**config.mk**
```make
export PLATFORM = sky130hd
export DESIGN_NAME = strap_default_config_loader
export DESIGN_NICKNAME = d
export VERILOG_FILES = /design/src/strap_loader_pkg.sv /design/src/strap_default_config_loader.sv /design/src/strap_default_decoder.sv
export VERILOG_INCLUDE_DIRS = /design/src
export SDC_FILE = /design/constraint.sdc
export NUM_CORES = 1
export LEC_CHECK = 0
export BUFFER_PORTS_ARGS = -buffer_cell sky130_fd_sc_hd__buf_2
export CAP_MARGIN = 0
export CORE_UTILIZATION = 40
export DETAILED_ROUTE_END_ITERATION = 10
export PLACE_DENSITY = 0.56
export SLEW_MARGIN = 40
export SYNTH_ARGS = -nofsm -noshare
export SYNTH_HDL_FRONTEND = slang
export SYNTH_SLANG_ARGS = --single-unit
```
**constraint.sdc**
```tcl
create_clock -name sys_clk_i -period 2.15 [get_ports sys_clk_i]
set_input_delay 0.3225 -clock sys_clk_i [delete_from_list [all_inputs] [get_ports sys_clk_i]]
set_output_delay 0.3225 -clock sys_clk_i [all_outputs]
set_load 0.05 [all_outputs]
```
**src/strap_loader_consts.svh**
```systemverilog
// offsets, field positions, strap defaults and synchroniser layout of the strap loader
`ifndef STRAP_LOADER_CONSTS_SVH
`define STRAP_LOADER_CONSTS_SVH

// configuration register indexes inside a logical device
`define OFS_UNIT_ENABLE 8'h30
`define OFS_IO_BASE_HIGH 8'h60
`define OFS_IO_BASE_LOW 8'h61
`define OFS_IRQ_SELECT 8'h70
`define OFS_PIN_MODE 8'hf0
`define OFS_GPIO_OUT 8'hf1
`define OFS_GPIO_IN 8'hf2

// logical device numbers
`define LDN_CHAN_A 8'h00
`define LDN_CHAN_B 8'h01
`define LDN_WATCHDOG 8'h08

// strap defaults
`define DEF_ENABLE 8'h01
`define DEF_NONE 8'h00
`define DEF_A_BASE_HIGH 8'h03
`define DEF_B_BASE_HIGH 8'h02
`define DEF_W_BASE_HIGH 8'h04
`define DEF_LOW_STRAP_BASE_LOW 8'he0
`define DEF_HIGH_STRAP_BASE_LOW 8'hf8
`define DEF_W_BASE_LOW 8'h42
`define DEF_A_IRQ 8'h03
`define DEF_B_IRQ 8'h04
`define DEF_W_IRQ 8'h00

// pin mode bit positions (1 = general purpose)
`define PM_SEND_REQUEST 0
`define PM_TERMINAL_READY 1
`define PM_SET_READY 2
`define PM_RING 3
`define PM_CARRIER 4

// gpio in bit positions
`define GI_SET_READY 0
`define GI_RING 1
`define GI_CARRIER 2

// synchroniser vector: bit positions and reset levels
`define SY_STRAP_A_LOW 0
`define SY_STRAP_A_HIGH 1
`define SY_STRAP_B_LOW 2
`define SY_STRAP_B_HIGH 3
`define SY_STRAP_WDT 4
`define SY_RX 5
`define SY_IR_RX 6
`define SY_SET_READY_N 7
`define SY_RING_N 8
`define SY_CARRIER_N 9
`define SY_WIDTH 10
`define SY_RESET 10'h3bf

`endif

```
**src/strap_loader_pkg.sv**
```systemverilog
// types shared by the strap loader files
package strap_loader_pkg;

  // configuration byte
  typedef logic [7:0] cfg_byte_t;

  // configured units, used as register array index
  typedef enum logic [1:0] {
    UNIT_A = 2'b00,
    UNIT_B = 2'b01,
    UNIT_WDT = 2'b10
  } cfg_unit_t;

  // strap capture sequence after reset release
  typedef enum logic [1:0] {
    CAP_SYNC1 = 2'b00,
    CAP_SYNC2 = 2'b01,
    CAP_LOAD = 2'b10,
    CAP_DONE = 2'b11
  } capture_state_t;

endpackage

```
**src/strap_default_config_loader.sv**
```systemverilog
// strap loader: samples power-on straps, holds unit config, drives shared pins
// Functional notes
// - five straps select channel and watchdog defaults
// - straps pulled up, sampled on every reset
// - channel a straps load enable, base, irq
// - channel b straps load enable, base, irq
// - both straps high give x_f8 base
// - watchdog strap loads enable, base 0x442
// - strapped registers stay software writable
// - serial out idles high, also in reset
// - infrared out idles low, also in reset
// - modem inputs active low or general purpose
// - channel a modem outputs active low or general purpose, channel b terminal ready active low only
// - watchdog output open drain, active low
`timescale 1ns/1ps
`default_nettype none
`include "strap_loader_consts.svh"

module strap_default_config_loader (
  input wire logic sys_clk_i, // system clock
  input wire logic resetn_i, // bus reset, active low, async
  input wire logic cfg_wr_i, // config write strobe
  input wire logic [7:0] cfg_ldn_i, // logical device number
  input wire logic [7:0] cfg_index_i, // register index
  input wire logic [7:0] cfg_wdata_i, // write data
  output logic [7:0] cfg_rdata_o, // read data, one cycle after index
  output logic cfg_ready_o, // straps captured, accesses allowed
  input wire logic a_tx_bit_i, // channel a datapath serial bit
  input wire logic a_ir_tx_bit_i, // channel a datapath infrared bit
  input wire logic a_send_request_i, // channel a request to send, active high
  input wire logic a_terminal_ready_i, // channel a terminal ready, active high
  input wire logic b_tx_bit_i, // channel b datapath serial bit
  input wire logic b_terminal_ready_i, // channel b terminal ready, active high
  input wire logic watchdog_fire_i, // watchdog expired, active high
  output logic a_rx_bit_o, // channel a receive bit, synchronised
  output logic a_ir_rx_bit_o, // channel a infrared receive bit
  output logic a_set_ready_o, // channel a set ready, active high
  output logic a_ring_o, // channel a ring, active high
  output logic a_carrier_o, // channel a carrier, active high
  input wire logic chan_a_serial_out_i, // serial out ball level, strap
  output logic chan_a_serial_out_o, // serial out drive level
  output logic chan_a_serial_out_oe_o, // serial out drive enable
  input wire logic chan_a_terminal_ready_n_i, // terminal ready ball level, strap
  output logic chan_a_terminal_ready_n_o, // terminal ready drive level
  output logic chan_a_terminal_ready_n_oe_o, // terminal ready drive enable
  output logic chan_a_send_request_n_o, // request to send pin
  output logic chan_a_infrared_out_o, // infrared out pin
  input wire logic chan_a_serial_in_i, // serial in pin
  input wire logic chan_a_infrared_in_i, // infrared in pin
  input wire logic chan_a_set_ready_n_i, // set ready pin
  input wire logic chan_a_ring_n_i, // ring pin
  input wire logic chan_a_carrier_n_i, // carrier pin
  input wire logic chan_b_serial_out_i, // channel b serial out ball, strap
  output logic chan_b_serial_out_o, // channel b serial out drive level
  output logic chan_b_serial_out_oe_o, // channel b serial out drive enable
  input wire logic chan_b_terminal_ready_n_i, // channel b terminal ready ball, strap
  output logic chan_b_terminal_ready_n_o, // channel b terminal ready drive level
  output logic chan_b_terminal_ready_n_oe_o, // channel b terminal ready drive enable
  input wire logic watchdog_expire_n_i, // watchdog ball level, strap
  output logic watchdog_expire_n_o, // watchdog drive level, always low
  output logic watchdog_expire_n_oe_o // watchdog drive enable, high pulls low
);

  // two-flop synchronisers for every pin input
  logic [`SY_WIDTH-1:0] sync_meta; // first stage, read only by sync_out
  logic [`SY_WIDTH-1:0] sync_out; // second stage
  wire [`SY_WIDTH-1:0] pin_in = {chan_a_carrier_n_i, chan_a_ring_n_i, chan_a_set_ready_n_i,
    chan_a_infrared_in_i, chan_a_serial_in_i, watchdog_expire_n_i, chan_b_serial_out_i,
    chan_b_terminal_ready_n_i, chan_a_serial_out_i, chan_a_terminal_ready_n_i};

  // reset levels match pull-ups and idle lines
  always_ff @(posedge sys_clk_i or negedge resetn_i) begin
    if (!resetn_i) begin
      sync_meta <= `SY_RESET;
      sync_out <= `SY_RESET;
    end else begin
      sync_meta <= pin_in;
      sync_out <= sync_meta;
    end
  end

  // capture sequence: two edges for the synchroniser, then load
  strap_loader_pkg::capture_state_t cap_state; // capture progress
  strap_loader_pkg::capture_state_t next_cap_state; // next capture state
  always_comb begin
    unique case (cap_state)
      strap_loader_pkg::CAP_SYNC1: next_cap_state = strap_loader_pkg::CAP_SYNC2;
      strap_loader_pkg::CAP_SYNC2: next_cap_state = strap_loader_pkg::CAP_LOAD;
      strap_loader_pkg::CAP_LOAD: next_cap_state = strap_loader_pkg::CAP_DONE;
      strap_loader_pkg::CAP_DONE: next_cap_state = strap_loader_pkg::CAP_DONE;
    endcase
  end

  // every reset restarts sampling
  always_ff @(posedge sys_clk_i or negedge resetn_i) begin
    if (!resetn_i) begin
      cap_state <= strap_loader_pkg::CAP_SYNC1;
    end else begin
      cap_state <= next_cap_state;
    end
  end

  wire load_now = (cap_state == strap_loader_pkg::CAP_LOAD); // defaults load strobe
  wire done = (cap_state == strap_loader_pkg::CAP_DONE); // straps captured

  // defaults decoded from the synchronised strap levels
  logic [2:0][7:0] def_enable; // default enable
  logic [2:0][7:0] def_base_high; // default base high
  logic [2:0][7:0] def_base_low; // default base low
  logic [2:0][7:0] def_irq; // default irq select
  strap_default_decoder decoder (
    .a_low_i(sync_out[`SY_STRAP_A_LOW]),
    .a_high_i(sync_out[`SY_STRAP_A_HIGH]),
    .b_low_i(sync_out[`SY_STRAP_B_LOW]),
    .b_high_i(sync_out[`SY_STRAP_B_HIGH]),
    .wdt_i(sync_out[`SY_STRAP_WDT]),
    .enable_o(def_enable),
    .base_high_o(def_base_high),
    .base_low_o(def_base_low),
    .irq_o(def_irq)
  );

  // maps a logical device number onto a unit index, valid flag in bit 2
  function automatic logic [2:0] unit_of(input logic [7:0] ldn);
    unit_of = 3'h0;
    if (ldn == `LDN_CHAN_A) begin
      unit_of = {1'b1, strap_loader_pkg::UNIT_A};
    end else if (ldn == `LDN_CHAN_B) begin
      unit_of = {1'b1, strap_loader_pkg::UNIT_B};
    end else if (ldn == `LDN_WATCHDOG) begin
      unit_of = {1'b1, strap_loader_pkg::UNIT_WDT};
    end
  endfunction

  // access decode
  wire [2:0] sel = unit_of(cfg_ldn_i); // selected unit and valid flag
  wire sel_ok = sel[2]; // ldn maps to a unit
  wire [1:0] sel_unit = sel[1:0]; // unit index
  wire wr_ok = cfg_wr_i & done & sel_ok; // writes ignored before capture
  wire sel_a = sel_ok & (sel_unit == strap_loader_pkg::UNIT_A); // channel a selected

  // per-unit configuration registers
  logic [2:0][7:0] unit_enable; // enable
  logic [2:0][7:0] io_base_high; // base address high
  logic [2:0][7:0] io_base_low; // base address low
  logic [2:0][7:0] interrupt_line_select; // irq select
  logic [7:0] pin_mode; // channel a modem pin mode, 1 = general purpose
  logic [7:0] gpio_out; // general purpose output levels

  genvar u;
  generate
    for (u = 0; u < 3; u++) begin : g_unit
      wire hit = wr_ok & (sel_unit == 2'(u)); // this unit written
      // strap load in CAP_LOAD, third edge after release, software writes afterwards replace it
      always_ff @(posedge sys_clk_i or negedge resetn_i) begin
        if (!resetn_i) begin
          unit_enable[u] <= 8'h00;
          io_base_high[u] <= 8'h00;
          io_base_low[u] <= 8'h00;
          interrupt_line_select[u] <= 8'h00;
        end else if (load_now) begin
          unit_enable[u] <= def_enable[u];
          io_base_high[u] <= def_base_high[u];
          io_base_low[u] <= def_base_low[u];
          interrupt_line_select[u] <= def_irq[u];
        end else if (hit) begin
          if (cfg_index_i == `OFS_UNIT_ENABLE) begin
            unit_enable[u] <= cfg_wdata_i;
          end
          if (cfg_index_i == `OFS_IO_BASE_HIGH) begin
            io_base_high[u] <= cfg_wdata_i;
          end
          if (cfg_index_i == `OFS_IO_BASE_LOW) begin
            io_base_low[u] <= cfg_wdata_i;
          end
          if (cfg_index_i == `OFS_IRQ_SELECT) begin
            interrupt_line_select[u] <= cfg_wdata_i;
          end
        end
      end
    end
  endgenerate

  // channel a pin mode and gpio output registers
  always_ff @(posedge sys_clk_i or negedge resetn_i) begin
    if (!resetn_i) begin
      pin_mode <= 8'h00;
      gpio_out <= 8'h00;
    end else if (wr_ok & sel_a) begin
      if (cfg_index_i == `OFS_PIN_MODE) begin
        pin_mode <= cfg_wdata_i;
      end
      if (cfg_index_i == `OFS_GPIO_OUT) begin
        gpio_out <= cfg_wdata_i;
      end
    end
  end

  // gpio input view of modem pins, raw pin levels
  wire [7:0] gpio_in = {5'h00, sync_out[`SY_CARRIER_N], sync_out[`SY_RING_N], sync_out[`SY_SET_READY_N]};

  // read mux; unmapped indexes and devices read zero
  wire [7:0] rd_mux =
    !sel_ok ? 8'h00 :
    (cfg_index_i == `OFS_UNIT_ENABLE) ? unit_enable[sel_unit] :
    (cfg_index_i == `OFS_IO_BASE_HIGH) ? io_base_high[sel_unit] :
    (cfg_index_i == `OFS_IO_BASE_LOW) ? io_base_low[sel_unit] :
    (cfg_index_i == `OFS_IRQ_SELECT) ? interrupt_line_select[sel_unit] :
    (sel_a & (cfg_index_i == `OFS_PIN_MODE)) ? pin_mode :
    (sel_a & (cfg_index_i == `OFS_GPIO_OUT)) ? gpio_out :
    (sel_a & (cfg_index_i == `OFS_GPIO_IN)) ? gpio_in : 8'h00;

  // pin drive terms
  wire a_on = unit_enable[strap_loader_pkg::UNIT_A][0]; // channel a enabled
  wire b_on = unit_enable[strap_loader_pkg::UNIT_B][0]; // channel b enabled
  wire w_on = unit_enable[strap_loader_pkg::UNIT_WDT][0]; // watchdog enabled
  wire a_tx_level = a_on ? a_tx_bit_i : 1'b1; // idle high when not sending
  wire a_ir_level = a_on & a_ir_tx_bit_i; // idle low
  wire a_rts_n = pin_mode[`PM_SEND_REQUEST] ? gpio_out[`PM_SEND_REQUEST] : ~a_send_request_i;
  wire a_dtr_n = pin_mode[`PM_TERMINAL_READY] ? gpio_out[`PM_TERMINAL_READY] : ~a_terminal_ready_i;
  wire b_tx_level = b_on ? b_tx_bit_i : 1'b1; // idle high when not sending

  // registered outputs; strap balls are released until capture ends
  always_ff @(posedge sys_clk_i or negedge resetn_i) begin
    if (!resetn_i) begin
      cfg_rdata_o <= 8'h00;
      cfg_ready_o <= 1'b0;
      chan_a_serial_out_o <= 1'b1;
      chan_a_serial_out_oe_o <= 1'b0;
      chan_a_infrared_out_o <= 1'b0;
      chan_a_terminal_ready_n_o <= 1'b1;
      chan_a_terminal_ready_n_oe_o <= 1'b0;
      chan_a_send_request_n_o <= 1'b1;
      chan_b_serial_out_o <= 1'b1;
      chan_b_serial_out_oe_o <= 1'b0;
      chan_b_terminal_ready_n_o <= 1'b1;
      chan_b_terminal_ready_n_oe_o <= 1'b0;
      watchdog_expire_n_o <= 1'b0;
      watchdog_expire_n_oe_o <= 1'b0;
      a_rx_bit_o <= 1'b1;
      a_ir_rx_bit_o <= 1'b0;
      a_set_ready_o <= 1'b0;
      a_ring_o <= 1'b0;
      a_carrier_o <= 1'b0;
    end else begin
      cfg_rdata_o <= rd_mux;
      cfg_ready_o <= done | load_now;
      chan_a_serial_out_o <= done ? a_tx_level : 1'b1;
      chan_a_serial_out_oe_o <= done;
      chan_a_infrared_out_o <= done & a_ir_level;
      chan_a_terminal_ready_n_o <= done ? a_dtr_n : 1'b1;
      chan_a_terminal_ready_n_oe_o <= done;
      chan_a_send_request_n_o <= done ? a_rts_n : 1'b1;
      chan_b_serial_out_o <= done ? b_tx_level : 1'b1;
      chan_b_serial_out_oe_o <= done;
      chan_b_terminal_ready_n_o <= done ? ~b_terminal_ready_i : 1'b1;
      chan_b_terminal_ready_n_oe_o <= done;
      watchdog_expire_n_o <= 1'b0;
      watchdog_expire_n_oe_o <= done & w_on & watchdog_fire_i;
      a_rx_bit_o <= sync_out[`SY_RX];
      a_ir_rx_bit_o <= sync_out[`SY_IR_RX];
      a_set_ready_o <= ~pin_mode[`PM_SET_READY] & ~sync_out[`SY_SET_READY_N];
      a_ring_o <= ~pin_mode[`PM_RING] & ~sync_out[`SY_RING_N];
      a_carrier_o <= ~pin_mode[`PM_CARRIER] & ~sync_out[`SY_CARRIER_N];
    end
  end

endmodule
`default_nettype wire

```
**src/strap_default_decoder.sv**
```systemverilog
// combinational decode of five strap levels into unit default values
`timescale 1ns/1ps
`default_nettype none
`include "strap_loader_consts.svh"

module strap_default_decoder (
  input wire logic a_low_i, // channel a low-base strap
  input wire logic a_high_i, // channel a high-base strap
  input wire logic b_low_i, // channel b low-base strap
  input wire logic b_high_i, // channel b high-base strap
  input wire logic wdt_i, // watchdog strap
  output logic [2:0][7:0] enable_o, // default enable per unit
  output logic [2:0][7:0] base_high_o, // default base high per unit
  output logic [2:0][7:0] base_low_o, // default base low per unit
  output logic [2:0][7:0] irq_o // default irq select per unit
);

  // base low: high strap wins, giving the x_f8 base when both are high
  function automatic strap_loader_pkg::cfg_byte_t base_low_of(input logic lo, input logic hi);
    if (hi) begin
      base_low_of = `DEF_HIGH_STRAP_BASE_LOW;
    end else if (lo) begin
      base_low_of = `DEF_LOW_STRAP_BASE_LOW;
    end else begin
      base_low_of = `DEF_NONE;
    end
  endfunction

  // any high strap of a channel loads enable, base high and irq
  wire a_any = a_low_i | a_high_i;
  wire b_any = b_low_i | b_high_i;

  // channel a defaults
  assign enable_o[strap_loader_pkg::UNIT_A] = a_any ? `DEF_ENABLE : `DEF_NONE;
  assign base_high_o[strap_loader_pkg::UNIT_A] = a_any ? `DEF_A_BASE_HIGH : `DEF_NONE;
  assign base_low_o[strap_loader_pkg::UNIT_A] = base_low_of(a_low_i, a_high_i);
  assign irq_o[strap_loader_pkg::UNIT_A] = a_any ? `DEF_A_IRQ : `DEF_NONE;

  // channel b defaults
  assign enable_o[strap_loader_pkg::UNIT_B] = b_any ? `DEF_ENABLE : `DEF_NONE;
  assign base_high_o[strap_loader_pkg::UNIT_B] = b_any ? `DEF_B_BASE_HIGH : `DEF_NONE;
  assign base_low_o[strap_loader_pkg::UNIT_B] = base_low_of(b_low_i, b_high_i);
  assign irq_o[strap_loader_pkg::UNIT_B] = b_any ? `DEF_B_IRQ : `DEF_NONE;

  // watchdog defaults
  assign enable_o[strap_loader_pkg::UNIT_WDT] = wdt_i ? `DEF_ENABLE : `DEF_NONE;
  assign base_high_o[strap_loader_pkg::UNIT_WDT] = wdt_i ? `DEF_W_BASE_HIGH : `DEF_NONE;
  assign base_low_o[strap_loader_pkg::UNIT_WDT] = wdt_i ? `DEF_W_BASE_LOW : `DEF_NONE;
  assign irq_o[strap_loader_pkg::UNIT_WDT] = `DEF_W_IRQ;

  // unused fourth index does not exist: arrays are three deep

endmodule
`default_nettype wire

```
==> flow_summary.yaml <==
pwr:
  leakage_nw: 4.036
  p_total_mw: 6.627
  ir_drop_uv: 561.9
  power_density_nw_per_um2: 720.0
finish:
  fraction_of_layout_instances_using_a_drive_strength_above_1_pct: 30.17
  syn_to_final_growth_pct: 27.49
  highest_count_cells_in_the_layout_ignoring_fill_and_taps: "sky130_fd_sc_hd__dfrtp_1 (132), sky130_fd_sc_hd__nand2_1 (119), sky130_fd_sc_hd__buf_4 (74)"
  antenna_cells: 0
  layout.cells.most_common: "sky130_fd_sc_hd__dfrtp_1"
  postLayoutCellArea_um2: 9204
  post_layout_instance_count_excluding_filler_cells: 1110
  final_net_count: 916
yosys:
  synth-async-reset-ratio_pct: 100.0
  synth_top_cell_by_area: "sky130_fd_sc_hd__dfrtp_1"
  yosys_warnings: 0
  ys_seq_elements: 156
  synthCells: 747
  post_synth.cell_area_avg_um2: 9.665
  synth.lib_cells_used.distinct: 47
  post_synth_instance_area_um2: 7219
  synthTopCellsByArea: "sky130_fd_sc_hd__dfrtp_1 (46%), sky130_fd_sc_hd__dfstp_2 (8.7%), sky130_fd_sc_hd__o21ai_0 (8.0%), sky130_fd_sc_hd__nand2_1 (6.4%), sky130_fd_sc_hd__a21oi_1 (2.8%)"
  synth.top_cell.area_share_pct: 45.75
  synth_edf_count: 0
  share_of_synthesized_area_occupied_by_flip_flops_and_latches_pct: 54.49
  yosys_most_used_dff: "sky130_fd_sc_hd__dfrtp_1"
  syn_nets: 791
drt:
  drt.antenna.violating_nets: 0
  via_count: 6345
  route.detailed.wl_per_inst_um: 19.91
  detail_route.drc_violations: 0
  drt-pass1-iter-count: 5
  first_iter_violations: 518
  vias_per_cell: 5.716
  routed_wl_mm: 22.10
cts:
  ctsRootBufferMaster: "sky130_fd_sc_hd__clkbuf_16"
  clock_tree.buffer_depth: 2
  cts_post_setup_buffers_inserted: 0
  ctsHtreeMaxLevel: 4
  clock_buffer_count_from_cts: 17
  tritoncts: "built"
  clkLatencyLatePin_ps: 430
  clk_pin_slew_worst_paths_ps: 70
  clock_sinks: 156
sta:
  tightestPinTransition_ps: 605.0
  rsz0062_at_grt: "yes"
  clock_skew_ps: 10.89
  slew_headroom_pct: 59.49
  report.final.slew_viol_count: 0
  fin_crit_sh_pct: 98.98
  setup-violations-final: 0
  layout_min_cycle_time_ps: 2128
  max_clk_rate_mhz: 469.9
  final.setup.worst_slack_ps: 21.86
  final_hold_viol_count: 0
critical_path:
  required_time_of_the_critical_path_ps: 2510
  critical_path.endpoint_type: "register"
  worst-setup-path-type: "input pin to register"
  timing.reg2reg.setup_slack_ps: 210
  worst-endpoint-arrival_ps: 2490
  startpoint_type: "input pin"
  crit_fanout: 3
global_routing:
  grt.total_usage_pct: 25.39
  grt_pass1_wl_mm: 34.93
  pin_count_of_the_biggest_net_entering_global_routing: 53
  antenna_found_initial: 0
  overflow_left_after_global_routing: 0
  via_count_of_the_first_global_routing_pass: 6283
die:
  dieWidth_um: 136.3
  initial_core_util_pct: 41.31
  top_level_ports: 70
  placeableCoreArea_um2: 17480
  row_count: 48
  die-height_um: 136.3
  fp.dieArea_um2: 18590
place:
  post-dp-hpwl_mm: 15.56
  routability_congestion_estimate: 0.8935
  dpl_cell_area_um2: 8422
  placed_cells: 1066
  post-place-ws_ps: -555.7
  io_buffers: 68
hold_path:
  timing.hold.worst.class: "input pin to register"
outcome:
  run_status: "completed"
run:
  maxCapViolCount: 0
-- registers in the layout (all words and copies together), names as in the netlist, 2 cells and up --
name / flops
cfg_rdata_o: 8
sync_meta: 10
cap_state: 2
interrupt_line_select: 24
unit_enable: 22
sync_out: 10
io_base_high: 24
gpio_out: 8
pin_mode: 8
io_base_low: 24
-- cell families (layout without fill, tap and decap cells) --
kind of cell	Yosys count	after routing	synth area share, %
buffers and inverters	69	207	4.108
AOI/OAI and AO/OA	241	241	20.12
other	1	1	0.05194
and+or+nand+nor	252	252	16.52
muxes	28	28	4.714
DFF	156	156	54.49
-- worst paths after layout --
| check | depth (start not counted) | to | from |
|---|---|---|---|
| max | 8 | cfg_rdata_o[4] | cfg_ldn_i[3] |
| min | 2 | chan_b_serial_out_o | b_tx_bit_i |
| max reg2reg | 5 | io_base_low[15] | cap_state[0] |
| min reg2reg | 0 | a_ir_rx_bit_o | sync_out[6] |
| max in group asynchronous | 3 | chan_b_serial_out_o | resetn_i |
| min in group asynchronous | 2 | pin_mode[4] | resetn_i |
-- metal layers --
| metal | vias up | routed length (um) | track usage [%] |
|---|---|---|---|
| met3 | 45 | 1351 | 4.437 |
| met4 | 0 | 790 | 12.78 |
| met2 | 250 | 10490 | 40.83 |
| li1 | 2923 | - | - |
| met5 | - | 0 | 0 |
| met1 | 3127 | 9467 | 32.84 |
-- Yosys cell counts, types with 4 or more instances --
master / number
sky130_fd_sc_hd__dfrtp_1: 132
sky130_fd_sc_hd__nand2_1: 124
sky130_fd_sc_hd__o21ai_0: 116
sky130_fd_sc_hd__clkbuf_1: 46
sky130_fd_sc_hd__nor2_1: 42
sky130_fd_sc_hd__a21oi_1: 41
sky130_fd_sc_hd__dfstp_2: 24
sky130_fd_sc_hd__nand2b_1: 20
sky130_fd_sc_hd__o221ai_1: 19
sky130_fd_sc_hd__mux2_2: 16
sky130_fd_sc_hd__inv_1: 10
sky130_fd_sc_hd__nor2b_1: 10
sky130_fd_sc_hd__o22ai_1: 9
sky130_fd_sc_hd__a21o_1: 8
sky130_fd_sc_hd__mux2_4: 8
sky130_fd_sc_hd__nor4_1: 8
sky130_fd_sc_hd__o31ai_1: 8
sky130_fd_sc_hd__nand3_1: 7
sky130_fd_sc_hd__o211ai_1: 7
sky130_fd_sc_hd__a221oi_1: 6
sky130_fd_sc_hd__and3_1: 6
sky130_fd_sc_hd__a211oi_1: 5
sky130_fd_sc_hd__a31oi_1: 5
sky130_fd_sc_hd__buf_4: 5
sky130_fd_sc_hd__nand3b_1: 5
sky130_fd_sc_hd__nand4_1: 5
sky130_fd_sc_hd__and2_1: 4
sky130_fd_sc_hd__mux2i_1: 4
sky130_fd_sc_hd__nor3_1: 4
sky130_fd_sc_hd__or3_1: 4
-- critical path: stages --
cell	delay, ps
sky130_fd_sc_hd__buf_2	100
sky130_fd_sc_hd__or4_4	540
sky130_fd_sc_hd__or4_4	540
sky130_fd_sc_hd__buf_4	170
sky130_fd_sc_hd__o21ai_2	180
sky130_fd_sc_hd__a21oi_1	90
sky130_fd_sc_hd__a211o_1	390
sky130_fd_sc_hd__a21oi_1	150
-- final cells by class --
type	count	area (um2)
repair buffers	165	1225
well taps	225	281.5
inverters	10	37.54
clock buffers	20	446.7
flip-flops and latches	156	3934
clock inverters	12	161.4
multi-input cells	522	3118
fillers	1592	8273
-- where the power goes --
| group | internal [mW] | switching, mW | total (mW) |
|---|---|---|---|
| combinational | 0.158 | 0.311 | 0.468 |
| clock | 1.87 | 1.26 | 3.13 |
| sequential | 3.01 | 0.0260 | 3.03 |
| total | 5.03 | 1.59 | 6.63 |
-- metrics by stage --
step	TNS (ps)	hold slack [ps]	utilization, %
after floorplan	-10570	26.91	-
after global placement	-27710	313.1	48.19
after detailed placement	-30040	322.7	48.19
after CTS	0	79.41	52.40
after global routing	-38.53	87.33	52.66
final	0	89.30	52.66
-- what timing repair did --
action / CTS / global route
hold buffers: 12 / 0
endpoints found under the hold margin: 38 / 0
gates cloned: 0 / 0
setup endpoints to repair: 5 / 13
resized for setup: 6 / 12
pin swaps: 3 / 7
Note: power is estimated with default switching activity, not from simulation.
